$ cat config.mk
export PLATFORM = sky130hd
export DESIGN_NAME = pfs_flow
export DESIGN_NICKNAME = d
export VERILOG_FILES = /design/src/hdl/pfs_pkg.sv /design/src/hdl/pfs_flow.sv
export VERILOG_INCLUDE_DIRS = /design/src /design/src/hdl
export SDC_FILE = /design/constraint.sdc
export NUM_CORES = 1
export LEC_CHECK = 0
export BUFFER_PORTS_ARGS = -buffer_cell sky130_fd_sc_hd__buf_2
export CAP_MARGIN = 40
export CORE_MARGIN = 4
export CORE_UTILIZATION = 45
export DETAILED_ROUTE_END_ITERATION = 7
export PLACE_DENSITY = 0.74
export RECOVER_POWER = 100
export SYNTH_ARGS = -nofsm -noshare
export SYNTH_HDL_FRONTEND = slang
export SYNTH_SLANG_ARGS = --single-unit
$ cat constraint.sdc
create_clock -name clk_i -period 7.24 [get_ports clk_i]
set_input_delay 0.362 -clock clk_i [delete_from_list [all_inputs] [get_ports clk_i]]
set_output_delay 0.362 -clock clk_i [all_outputs]
set_load 0.01 [all_outputs]
$ cat src/hdl/pfs_defines.svh
`ifndef PFS_DEFINES_SVH
`define PFS_DEFINES_SVH

// Fixed program memory entry points, 12 bits wide.
`define PFS_VEC_RESET 12'h000
`define PFS_VEC_EXT 12'h004
`define PFS_VEC_TMR0 12'h008
`define PFS_VEC_TMR1 12'h00C
`define PFS_VEC_TB 12'h010

// Positions of the interrupt sources in request, enable and grant vectors.
`define PFS_IRQ_EXT 0
`define PFS_IRQ_TMR0 1
`define PFS_IRQ_TMR1 2
`define PFS_IRQ_TB 3
`define PFS_IRQ_N 4

// Bits of the edge select control field.
`define PFS_EDGE_RISE 0
`define PFS_EDGE_FALL 1

// Reset values.
`define PFS_RST_LEVEL 4'h0
`define PFS_RST_BYTE 8'h00

`endif

$ cat src/hdl/pfs_pkg.sv
package pfs_pkg;

   typedef enum logic [2:0] {
      PFS_OP_NEXT = 3'h0,
      PFS_OP_ALU = 3'h1,
      PFS_OP_JUMP = 3'h2,
      PFS_OP_CALL = 3'h3,
      PFS_OP_SUB_RET = 3'h4,
      PFS_OP_INT_RET = 3'h5,
      PFS_OP_TRD_CUR = 3'h6,
      PFS_OP_TRD_LAST = 3'h7
   } pfs_op_e;

   typedef enum logic [2:0] {
      PFS_ALU_ADD = 3'h0,
      PFS_ALU_ADC = 3'h1,
      PFS_ALU_SUB = 3'h2,
      PFS_ALU_SBC = 3'h3,
      PFS_ALU_AND = 3'h4,
      PFS_ALU_OR = 3'h5,
      PFS_ALU_XOR = 3'h6,
      PFS_ALU_CPL = 3'h7
   } pfs_alu_e;

   typedef enum logic [1:0] {
      PFS_ST_RUN = 2'h0,
      PFS_ST_BRANCH = 2'h1,
      PFS_ST_TABLE = 2'h2
   } pfs_state_e;

endpackage

$ cat src/hdl/pfs_flow.sv
`timescale 1ns/1ps
`default_nettype none
`include "pfs_defines.svh"

// Functional notes
// RULE_01: Return stack holds only PC values, hidden from software with its index.
// RULE_02: Call or interrupt acknowledge pushes PC; depth is 4 or 6.
// RULE_03: Subroutine or interrupt return pops the stack into the PC.
// RULE_04: Any reset sets the stack index to the top level.
// RULE_05: Full stack latches the interrupt flag but withholds acknowledge.
// RULE_06: A held-off request is served once a return frees a level.
// RULE_07: A call on a full stack still executes and overflows.
// RULE_08: ALU writes result to named destination and updates carry and zero.
// RULE_09: Program memory is addressed by the PC; 1K, 2K or 4K words.
// RULE_10: Reset loads the PC with the reset vector.
// RULE_11: Selected edge on external pin vectors if enabled and stack not full.
// RULE_12: Timer overflow vectors to its own location when enabled, not full.
// RULE_13: Time base overflow vectors to its location when enabled, not full.
// RULE_14: Table pointer gives the low eight bits of every table address.
// RULE_15: Current-page read takes upper bits from PC; last-page forces ones.
// RULE_16: Table read writes low byte to memory, high part to table high.
// RULE_17: Table high byte is read-only to software.
// RULE_18: Every table read takes two instruction cycles.
// RULE_19: Table address is 10, 11 or 12 bits, matching memory size.
// RULE_20: Software should disable interrupts around main-routine table reads.
// RULE_21: Jumps, calls and returns take two instruction cycles.
// RULE_22: Simultaneous requests are acknowledged one at a time by priority.
module pfs_flow #(
   parameter int PC_W = 12,
   parameter int WORD_W = 15,
   parameter int STACK_DEPTH = 6
) (
   // Clock and reset.
   input wire logic clk_i,
   input wire logic rst_i,
   // Instruction decoder.
   input wire logic op_valid_i,
   input wire pfs_pkg::pfs_op_e op_i,
   input wire logic [PC_W-1:0] target_i,
   input wire logic [7:0] mem_addr_i,
   output logic ready_o,
   output logic [PC_W-1:0] pc_o,
   // ALU operands and results.
   input wire pfs_pkg::pfs_alu_e alu_op_i,
   input wire logic [7:0] alu_a_i,
   input wire logic [7:0] alu_b_i,
   input wire logic carry_i,
   input wire logic dest_mem_i,
   output logic alu_we_o,
   output logic alu_dest_mem_o,
   output logic [7:0] alu_result_o,
   output logic carry_o,
   output logic zero_o,
   // Interrupt sources and control.
   input wire logic ext_pin_i,
   input wire logic [1:0] edge_select_control_i,
   input wire logic tmr0_ovf_i,
   input wire logic tmr1_ovf_i,
   input wire logic tb_ovf_i,
   input wire logic global_int_en_i,
   input wire logic [`PFS_IRQ_N-1:0] int_en_i,
   output logic [`PFS_IRQ_N-1:0] int_flag_o,
   output logic irq_ack_o,
   output logic [`PFS_IRQ_N-1:0] irq_src_o,
   // Program memory, combinational read.
   output logic [PC_W-1:0] pmem_addr_o,
   input wire logic [WORD_W-1:0] pmem_data_i,
   // Table read results.
   input wire logic [7:0] table_pointer_low_i,
   output logic dm_we_o,
   output logic [7:0] dm_addr_o,
   output logic [7:0] dm_wdata_o,
   output logic [7:0] table_high_byte_o
);
   import pfs_pkg::*;
   localparam int PTR_W = (STACK_DEPTH > 1) ? $clog2(STACK_DEPTH) : 1;
   localparam int CNT_W = $clog2(STACK_DEPTH + 1);
   localparam logic [CNT_W-1:0] FULL_CNT = CNT_W'(STACK_DEPTH);
   localparam logic [PTR_W-1:0] LAST_PTR = PTR_W'(STACK_DEPTH - 1);
   localparam logic [7:0] HI_MASK = 8'((1 << (WORD_W - 8)) - 1);
   localparam logic [PC_W-1:0] UPPER_ONES = ~PC_W'(8'hFF);
   pfs_state_e state_r, state_nxt;
   logic [PC_W-1:0] pc_r, pc_nxt, pmem_addr_r, pmem_addr_nxt;
   logic ready_r, ready_nxt;
   logic [PTR_W-1:0] ptr_r, ptr_nxt, top_ptr;
   logic [CNT_W-1:0] stack_level_index_r, stack_level_index_nxt;
   logic [PC_W-1:0] stack_r [STACK_DEPTH];
   logic [PC_W-1:0] stack_nxt [STACK_DEPTH];
   logic [`PFS_IRQ_N-1:0] pend_r, pend_nxt, req, grant, events, clr;
   logic pin_prev_r, ext_edge, full, take, irq_take;
   logic irq_ack_r, irq_ack_nxt, dm_we_r, dm_we_nxt;
   logic [`PFS_IRQ_N-1:0] irq_src_r, irq_src_nxt;
   logic [7:0] dm_addr_r, dm_addr_nxt, dm_wdata_r, dm_wdata_nxt;
   logic [7:0] table_high_byte_r, table_high_byte_nxt, alu_res_r, alu_res_nxt;
   logic alu_we_r, alu_we_nxt, alu_dest_r, alu_dest_nxt;
   logic carry_r, carry_nxt, zero_r, zero_nxt;
   logic [8:0] alu_sum;
   logic [PC_W-1:0] vector;
   assign full = (stack_level_index_r == FULL_CNT);
   assign take = ready_r && op_valid_i;
   assign top_ptr = (ptr_r == '0) ? LAST_PTR : ptr_r - PTR_W'(1);
   assign req = pend_r & int_en_i & {`PFS_IRQ_N{global_int_en_i}};
   // Lowest index wins: external, timer 0, timer 1, time base.
   // RULE_22 fixed priority grant
   assign grant = req & (~req + `PFS_IRQ_N'(1));
   // RULE_05 acknowledge held while full
   assign irq_take = (state_r == PFS_ST_RUN) && !ready_r && (|req) && !full;
   // RULE_11 edge selection
   assign ext_edge =
      (edge_select_control_i[`PFS_EDGE_RISE] && !pin_prev_r && ext_pin_i) ||
      (edge_select_control_i[`PFS_EDGE_FALL] && pin_prev_r && !ext_pin_i);
   assign events = {tb_ovf_i, tmr1_ovf_i, tmr0_ovf_i, ext_edge};
   // RULE_12 timer vectors
   assign vector = grant[`PFS_IRQ_EXT] ? PC_W'(`PFS_VEC_EXT) :
      grant[`PFS_IRQ_TMR0] ? PC_W'(`PFS_VEC_TMR0) :
      grant[`PFS_IRQ_TMR1] ? PC_W'(`PFS_VEC_TMR1) : PC_W'(`PFS_VEC_TB);
   always_comb begin
      alu_sum = 9'h000;
      alu_res_nxt = alu_res_r;
      carry_nxt = carry_r;
      zero_nxt = zero_r;
      // RULE_08 result and flags
      unique case (alu_op_i)
         PFS_ALU_ADD: alu_sum = {1'b0, alu_a_i} + {1'b0, alu_b_i};
         PFS_ALU_ADC: alu_sum = {1'b0, alu_a_i} + {1'b0, alu_b_i}
                                + {8'h00, carry_i};
         PFS_ALU_SUB: alu_sum = {1'b0, alu_a_i} + {1'b0, ~alu_b_i} + 9'h001;
         PFS_ALU_SBC: alu_sum = {1'b0, alu_a_i} + {1'b0, ~alu_b_i}
                                + {8'h00, carry_i};
         PFS_ALU_AND: alu_sum = {carry_i, alu_a_i & alu_b_i};
         PFS_ALU_OR: alu_sum = {carry_i, alu_a_i | alu_b_i};
         PFS_ALU_XOR: alu_sum = {carry_i, alu_a_i ^ alu_b_i};
         PFS_ALU_CPL: alu_sum = {carry_i, ~alu_a_i};
      endcase
      if (take && op_i == PFS_OP_ALU) begin
         alu_res_nxt = alu_sum[7:0];
         carry_nxt = alu_sum[8];
         zero_nxt = (alu_sum[7:0] == 8'h00);
      end
   end
   always_comb begin
      state_nxt = state_r;
      pc_nxt = pc_r;
      ptr_nxt = ptr_r;
      stack_level_index_nxt = stack_level_index_r;
      stack_nxt = stack_r;
      clr = '0;
      irq_ack_nxt = 1'b0;
      irq_src_nxt = irq_src_r;
      dm_we_nxt = 1'b0;
      dm_addr_nxt = dm_addr_r;
      dm_wdata_nxt = dm_wdata_r;
      table_high_byte_nxt = table_high_byte_r;
      alu_we_nxt = 1'b0;
      alu_dest_nxt = alu_dest_r;
      pmem_addr_nxt = pmem_addr_r;
      unique case (state_r)
         PFS_ST_RUN: begin
            if (take) begin
               unique case (op_i)
                  PFS_OP_NEXT: pc_nxt = pc_r + PC_W'(1);
                  PFS_OP_ALU: begin
                     pc_nxt = pc_r + PC_W'(1);
                     alu_we_nxt = 1'b1;
                     alu_dest_nxt = dest_mem_i;
                  end
                  // RULE_21 two-cycle branches
                  PFS_OP_JUMP: begin
                     pc_nxt = target_i;
                     state_nxt = PFS_ST_BRANCH;
                  end
                  // RULE_07 call never blocked
                  PFS_OP_CALL: begin
                     stack_nxt[ptr_r] = pc_r;
                     ptr_nxt = (ptr_r == LAST_PTR) ? '0 : ptr_r + PTR_W'(1);
                     if (!full) begin
                        stack_level_index_nxt =
                           stack_level_index_r + CNT_W'(1);
                     end
                     pc_nxt = target_i;
                     state_nxt = PFS_ST_BRANCH;
                  end
                  // RULE_03 pop on return
                  PFS_OP_SUB_RET, PFS_OP_INT_RET: begin
                     pc_nxt = stack_r[top_ptr];
                     ptr_nxt = top_ptr;
                     if (stack_level_index_r != '0) begin
                        stack_level_index_nxt =
                           stack_level_index_r - CNT_W'(1);
                     end
                     state_nxt = PFS_ST_BRANCH;
                  end
                  // RULE_15 page selection
                  PFS_OP_TRD_CUR, PFS_OP_TRD_LAST: begin
                     // RULE_14 pointer low bits
                     // RULE_19 PC-wide table address
                     pmem_addr_nxt = (op_i == PFS_OP_TRD_LAST) ?
                        (UPPER_ONES | PC_W'(table_pointer_low_i)) :
                        (pc_r & UPPER_ONES) | PC_W'(table_pointer_low_i);
                     dm_addr_nxt = mem_addr_i;
                     pc_nxt = pc_r + PC_W'(1);
                     state_nxt = PFS_ST_TABLE;
                  end
               endcase
            end else if (irq_take) begin
               // RULE_02 push on acknowledge
               stack_nxt[ptr_r] = pc_r;
               ptr_nxt = (ptr_r == LAST_PTR) ? '0 : ptr_r + PTR_W'(1);
               stack_level_index_nxt = stack_level_index_r + CNT_W'(1);
               // RULE_13 vectoring on acknowledge
               pc_nxt = vector;
               clr = grant;
               irq_ack_nxt = 1'b1;
               irq_src_nxt = grant;
               state_nxt = PFS_ST_BRANCH;
            end
         end
         PFS_ST_BRANCH: state_nxt = PFS_ST_RUN;
         // RULE_18 second table cycle
         PFS_ST_TABLE: begin
            // RULE_16 low byte and high part
            dm_we_nxt = 1'b1;
            dm_wdata_nxt = pmem_data_i[7:0];
            table_high_byte_nxt = 8'(pmem_data_i >> 8) & HI_MASK;
            state_nxt = PFS_ST_RUN;
         end
         default: state_nxt = PFS_ST_RUN;
      endcase
      // RULE_09 fetch from the PC
      if (state_nxt != PFS_ST_TABLE) begin
         pmem_addr_nxt = pc_nxt;
      end
      // A new event wins over the clear from an acknowledge.
      pend_nxt = (pend_r & ~clr) | events;
      // RULE_06 serve once a level frees
      ready_nxt = (state_nxt == PFS_ST_RUN) &&
         !((|(pend_nxt & int_en_i & {`PFS_IRQ_N{global_int_en_i}})) &&
           (stack_level_index_nxt != FULL_CNT));
   end

   // RULE_01 stack storage is internal
   always_ff @(posedge clk_i) begin
      stack_r <= stack_nxt;
   end
   always_ff @(posedge clk_i) begin
      if (rst_i) begin
         state_r <= PFS_ST_RUN;
         // RULE_10 reset vector
         pc_r <= PC_W'(`PFS_VEC_RESET);
         pmem_addr_r <= PC_W'(`PFS_VEC_RESET);
         ready_r <= 1'b0;
         ptr_r <= '0;
         // RULE_04 index to top
         stack_level_index_r <= CNT_W'(`PFS_RST_LEVEL);
         pend_r <= '0;
         pin_prev_r <= ext_pin_i;
         irq_ack_r <= 1'b0;
         irq_src_r <= '0;
         dm_we_r <= 1'b0;
         dm_addr_r <= `PFS_RST_BYTE;
         dm_wdata_r <= `PFS_RST_BYTE;
         table_high_byte_r <= `PFS_RST_BYTE;
         alu_we_r <= 1'b0;
         alu_dest_r <= 1'b0;
         alu_res_r <= `PFS_RST_BYTE;
         carry_r <= 1'b0;
         zero_r <= 1'b0;
      end else begin
         state_r <= state_nxt;
         pc_r <= pc_nxt;
         pmem_addr_r <= pmem_addr_nxt;
         ready_r <= ready_nxt;
         ptr_r <= ptr_nxt;
         stack_level_index_r <= stack_level_index_nxt;
         pend_r <= pend_nxt;
         pin_prev_r <= ext_pin_i;
         irq_ack_r <= irq_ack_nxt;
         irq_src_r <= irq_src_nxt;
         dm_we_r <= dm_we_nxt;
         dm_addr_r <= dm_addr_nxt;
         dm_wdata_r <= dm_wdata_nxt;
         // RULE_17 no software write path
         table_high_byte_r <= table_high_byte_nxt;
         alu_we_r <= alu_we_nxt;
         alu_dest_r <= alu_dest_nxt;
         alu_res_r <= alu_res_nxt;
         carry_r <= carry_nxt;
         zero_r <= zero_nxt;
      end
   end
   assign {ready_o, pc_o, pmem_addr_o} = {ready_r, pc_r, pmem_addr_r};
   assign {int_flag_o, irq_ack_o, irq_src_o} =
      {pend_r, irq_ack_r, irq_src_r};
   assign {dm_we_o, dm_addr_o, dm_wdata_o} = {dm_we_r, dm_addr_r, dm_wdata_r};
   assign table_high_byte_o = table_high_byte_r;
   assign {alu_we_o, alu_dest_mem_o, alu_result_o} =
      {alu_we_r, alu_dest_r, alu_res_r};
   assign {carry_o, zero_o} = {carry_r, zero_r};

   call_target_a: assert property (@(posedge clk_i) disable iff (rst_i) // RULE_07
      take && op_i == PFS_OP_CALL |=> pc_r == $past(target_i) && !ready_r)
      else $error("call did not load target");
   return_pop_a: assert property (@(posedge clk_i) disable iff (rst_i) // RULE_03
      take && op_i inside {PFS_OP_SUB_RET, PFS_OP_INT_RET}
      |=> pc_r == $past(stack_r[top_ptr]))
      else $error("return did not restore pc");
   reset_state_a: assert property (@(posedge clk_i) // RULE_04
      rst_i |=> pc_r == PC_W'(`PFS_VEC_RESET) && stack_level_index_r == '0)
      else $error("reset state wrong");
   full_block_a: assert property (@(posedge clk_i) disable iff (rst_i) // RULE_05
      irq_ack_r |-> $past(stack_level_index_r) != FULL_CNT)
      else $error("acknowledge given on full stack");
   held_served_a: assert property (@(posedge clk_i) disable iff (rst_i) // RULE_06
      full && (|req) && take && op_i == PFS_OP_SUB_RET
      |-> ##[2:3] (irq_ack_r || !(|req)))
      else $error("held request not served");
   last_page_a: assert property (@(posedge clk_i) disable iff (rst_i) // RULE_15
      take && op_i == PFS_OP_TRD_LAST
      |=> pmem_addr_r == (UPPER_ONES | PC_W'($past(table_pointer_low_i))))
      else $error("last page address wrong");
   table_two_a: assert property (@(posedge clk_i) disable iff (rst_i) // RULE_18
      take && op_i inside {PFS_OP_TRD_CUR, PFS_OP_TRD_LAST}
      |=> !ready_r && !dm_we_r ##1 dm_we_r)
      else $error("table read not two cycles");
   high_zero_a: assert property (@(posedge clk_i) disable iff (rst_i) // RULE_16
      dm_we_r |-> (table_high_byte_r & ~HI_MASK) == 8'h00)
      else $error("unused high bits not zero");
   prio_a: assert property (@(posedge clk_i) disable iff (rst_i) // RULE_22
      irq_ack_r && !irq_src_r[`PFS_IRQ_EXT] |-> !$past(req[`PFS_IRQ_EXT]))
      else $error("priority violated");
   alu_add_a: assert property (@(posedge clk_i) disable iff (rst_i) // RULE_08
      take && op_i == PFS_OP_ALU && alu_op_i == PFS_ALU_ADD |=> alu_we_r &&
      alu_res_r == 8'($past(alu_a_i) + $past(alu_b_i)))
      else $error("add result wrong");
endmodule

`default_nettype wire

==> results.py <==
metrics = {
    "layout": {
        "finalCoreUtilization": 0.537,
        "n_fill_cell": 1659,
        "area_growth_pct": 16.6,
        "mostFrequentLayoutCell": "nor2_1",
        "drive_gt1_frac": 0.139,
        "diodes": 0,
        "fin_nets": 1114,
        "layout_common_cells": "nor2_1, nand2_1, clkbuf_1",
    },
    "power_and_ir_drop": {
        "p_seq_frac": 0.423,
        "p_per_area_mw_per_mm2": 234,
        "pwr-share-comb": 0.185,
        "clock_power_share": 0.392,
        "switching_share": 0.281,
        "vdd_drop_max_mv": 0.198,
        "internal_power_mw": 1.63,
        "switchingPower_mw": 0.636,
        "p_total_mw": 2.26,
        "p_leak_nw": 3.61,
    },
    "logic_synthesis": {
        "synth_edf_count": 72,
        "ys_warn_count": 0,
        "synth_top_area_share": 0.260,
        "avgSynthCellArea_um2": 9.51,
        "synthFlopType": "dfxtp_1",
        "synthCells": 873,
        "synth_cell_types": 73,
        "synth_top_cell_by_area": "edfxtp_1",
        "netlist_area_mm2": 0.00830,
        "postSynthNetCount": 989,
        "synth-seq-cells": 151,
        "synth.area.top_cells": "edfxtp_1, dfxtp_1, ha_1",
        "async_flop_share": 0,
        "seq_area_frac_synth": 0.451,
    },
    "routing": {
        "route.met3.wl_um": 1790,
        "detail-route-antenna-nets": 0,
        "route.met2.wl_um": 10400,
        "drt_wl_total_um": 22400,
        "routed.top_layer": "met5",
        "m1WireLength_um": 9610,
        "wl_per_cell_um": 18.0,
        "drt_iter0_drc": 591,
        "vias_per_cell": 5.70,
        "drc_errors": 0,
        "vias": 7074,
        "drt_pass1_iterations": 5,
    },
    "grt": {
        "grt_max_degree": 81,
        "grt_first_pass_wirelength_um": 35200,
        "grt_pass1_vias": 6795,
        "grt_antenna_before_repair": 1,
        "track_usage": 0.216,
        "grt-ovfl-total": 0,
    },
    "clock_network": {
        "cts_tree": "done",
        "clockBufferDepth": 2,
        "cts_resized": 0,
        "post_cts_buffers": 0,
        "cts_made_buffers": 17,
        "clock-sinks": 151,
        "insertion_delay_ps": 430,
        "cts_hold_buf": 0,
        "clk_pin_slew_ps": 60,
        "cts_max_level": 4,
        "cts.root.buffer_cell": "clkbuf_16",
    },
    "setup_path": {
        "crit_path_max_incr_delay_ps": 1300,
        "critical_path_buf_inv_count": 1,
        "cpLargestDelayFamily": "buffers and inverters",
        "crit_path_end_kind": "register",
        "arrival_ps": 4610,
        "timing.rr.end": "pmem_addr_o[3]$_SDFFE_PP0P_",
        "critPathRequiredTime_ps": 7510,
        "crit_path_start_kind": "register",
        "cpMaxStageDelayCell": "clkbuf_1",
        "r2r_cells": 10,
        "path_cells": "nor2_1 > ha_1 > nor2b_2 > clkbuf_1 > mux4_2 > a221oi_1 > a21oi_1 > a21oi_1 > o21a_1 > a211oi_1",
        "regToRegSetupSlack_ps": 2890,
        "rr_startpoint": "ptr_r[0]$_SDFFE_PP0P_",
        "cp_max_fo": 24,
        "critPathKind": "reg2reg",
        "cpMostUsedCell": "a21oi_1",
    },
    "sta": {
        "setup_viol": 0,
        "worst_slew_pin_slew_ps": 1810,
        "finalCritPeriodShare": 0.601,
        "post-route-min-period_ps": 4350,
        "drv_slew": 25,
        "slew_headroom": -0.209,
        "clock.fmax_mhz": 230,
        "final.setup.tns_ps": 0,
        "rsz0062_at_grt": "false",
        "skew_ps": 11.3,
        "hold_viol": 0,
    },
    "floorplan": {
        "start_util": 0.461,
        "io_pins": 152,
        "dieHeight_um": 144,
        "die_x_um": 144,
        "core_area_mm2": 0.0180,
        "fp-row-count": 49,
        "fp.dieArea_mm2": 0.0207,
    },
    "min_path": {
        "min_from": "ext_pin_i",
        "hold_depth": 1,
        "min_to": "pin_prev_r$_DFF_P_",
        "hold_path.class": "in2reg",
    },
    "job": {
        "cap_violations": 1,
    },
    "place": {
        "place_congestion": 0.870,
        "numPortBuffers": 150,
        "hpwl_um": 15900,
    },
    "status": {
        "status": "finished with violations",
        "failed_checks": "max-capacitance violations, max-slew violations",
    },
}
[layout make-up]
| cell class | count | area (µm²) | area share |
|---|---|---|---|
| inverter | 39 | 146 | 0.0151 |
| sequential | 151 | 3740 | 0.387 |
| clock buffer | 18 | 450 | 0.0465 |
| multi-input combinational | 628 | 4180 | 0.431 |
| tap | 229 | 287 | 0.0296 |
| clock inverter | 14 | 145 | 0.0150 |
| timing repair buffer | 161 | 733 | 0.0757 |
[flip-flops by register name (all words and copies together) (netlist names)]
name / cells
alu_dest_mem_o: 1
pc_o: 12
carry_o: 1
zero_o: 1
state_r: 2
ready_o: 1
ptr_r: 3
irq_src_o: 4
dm_wdata_o: 8
dm_we_o: 1
stack_r: 72
int_flag_o: 4
irq_ack_o: 1
stack_level_index_r: 3
pin_prev_r: 1
dm_addr_o: 8
pmem_addr_o: 12
alu_we_o: 1
alu_result_o: 8
table_high_byte_o: 7
[how the worst max path moves through the flow]
stage | start | end | depth (start not counted)
after floorplan | stack_level_index_r[0]$_SDFF_PP0_ | stack_r[36]$_DFFE_PP_ | 9
after global placement | stack_level_index_r[0]$_SDFF_PP0_ | stack_r[60]$_DFFE_PP_ | 9
after detailed placement | stack_level_index_r[0]$_SDFF_PP0_ | stack_r[60]$_DFFE_PP_ | 9
after CTS | stack_level_index_r[0]$_SDFF_PP0_ | stack_r[63]$_DFFE_PP_ | 9
after global routing | stack_level_index_r[0]$_SDFF_PP0_ | stack_r[39]$_DFFE_PP_ | 9
final | ptr_r[0]$_SDFFE_PP0P_ | pmem_addr_o[3]$_SDFFE_PP0P_ | 10
[synth_stat cells (3+ instances only)]
cell type,number
o21ai_0,29
and3b_1,3
or3_1,4
a32oi_1,3
xor2_1,10
mux4_2,15
a2111oi_0,5
o21a_1,3
nand3_1,12
xnor2_1,23
o221ai_1,3
a211oi_1,27
a21o_1,5
a31oi_1,4
clkbuf_1,41
a221oi_1,11
nand3b_1,5
a22o_1,6
ha_1,33
nor3_1,26
o21bai_1,4
dfxtp_1,79
nor3b_1,3
nor2_1,108
and2_1,6
a21oi_1,78
mux2_2,3
nand4_1,7
mux2i_1,24
edfxtp_1,72
nand2_1,93
nand2b_1,7
or2_1,3
a2bb2oi_1,3
and3_1,6
nor2b_1,12
inv_1,39
buf_2,10
a22oi_1,4
[layer usage]
| metal | vias up | GRT usage |
|---|---|---|
| li1 | 3402 | - |
| met1 | 3331 | 0.296 |
| met2 | 288 | 0.332 |
| met3 | 51 | 0.0532 |
| met4 | 2 | 0.0803 |
| met5 | - | 0 |
[logic make-up (layout without fill, tap and decap cells)]
logic type | Yosys count | in the layout | synth area share
XOR/XNOR | 35 | 35 | 0.0387
multiplexers | 42 | 42 | 0.0737
AO/OA/AOI/OAI | 211 | 211 | 0.168
buffers and inverters | 94 | 232 | 0.0454
AND/OR/NAND/NOR | 304 | 304 | 0.168
flip-flops | 151 | 151 | 0.451
other | 1 | 1 | 0.000452
adder cells (fa/ha/maj) | 35 | 35 | 0.0546
[metrics by stage]
| stage | worst slack [ps] | std cells | area [µm²] | hold WS [ps] |
|---|---|---|---|---|
| after floorplan | 3780 | 873 | 8300 | 390 |
| after global placement | 3610 | 1201 | 9150 | 438 |
| after detailed placement | 3340 | 1207 | 9230 | 443 |
| after CTS | 3340 | 1239 | 9820 | 58.5 |
| after global routing | 2500 | 1240 | 9680 | 95.6 |
| final | 2890 | 1240 | 9680 | 92.7 |
[power by group through the flow]
stage               Sequential, mW  Clock, mW  Combinational, mW
detailed placement           0.974          0              0.418
global placement             0.973          0              0.402
finish                       0.957      0.887              0.420
CTS                          0.956      0.896              0.422
floorplan                    0.966          0              0.295
global route                 0.960      0.937              0.463
[worst reg2reg max path, delay by kind of cell (launching register included)]
kind / cells / cell delay (ps)
buf+inv: 1 / 1300
flops: 1 / 530
simple gates: 2 / 250
mux: 1 / 690
fa+ha+maj: 1 / 240
compound gates: 5 / 1190
Power figures use the tool's default switching activity.
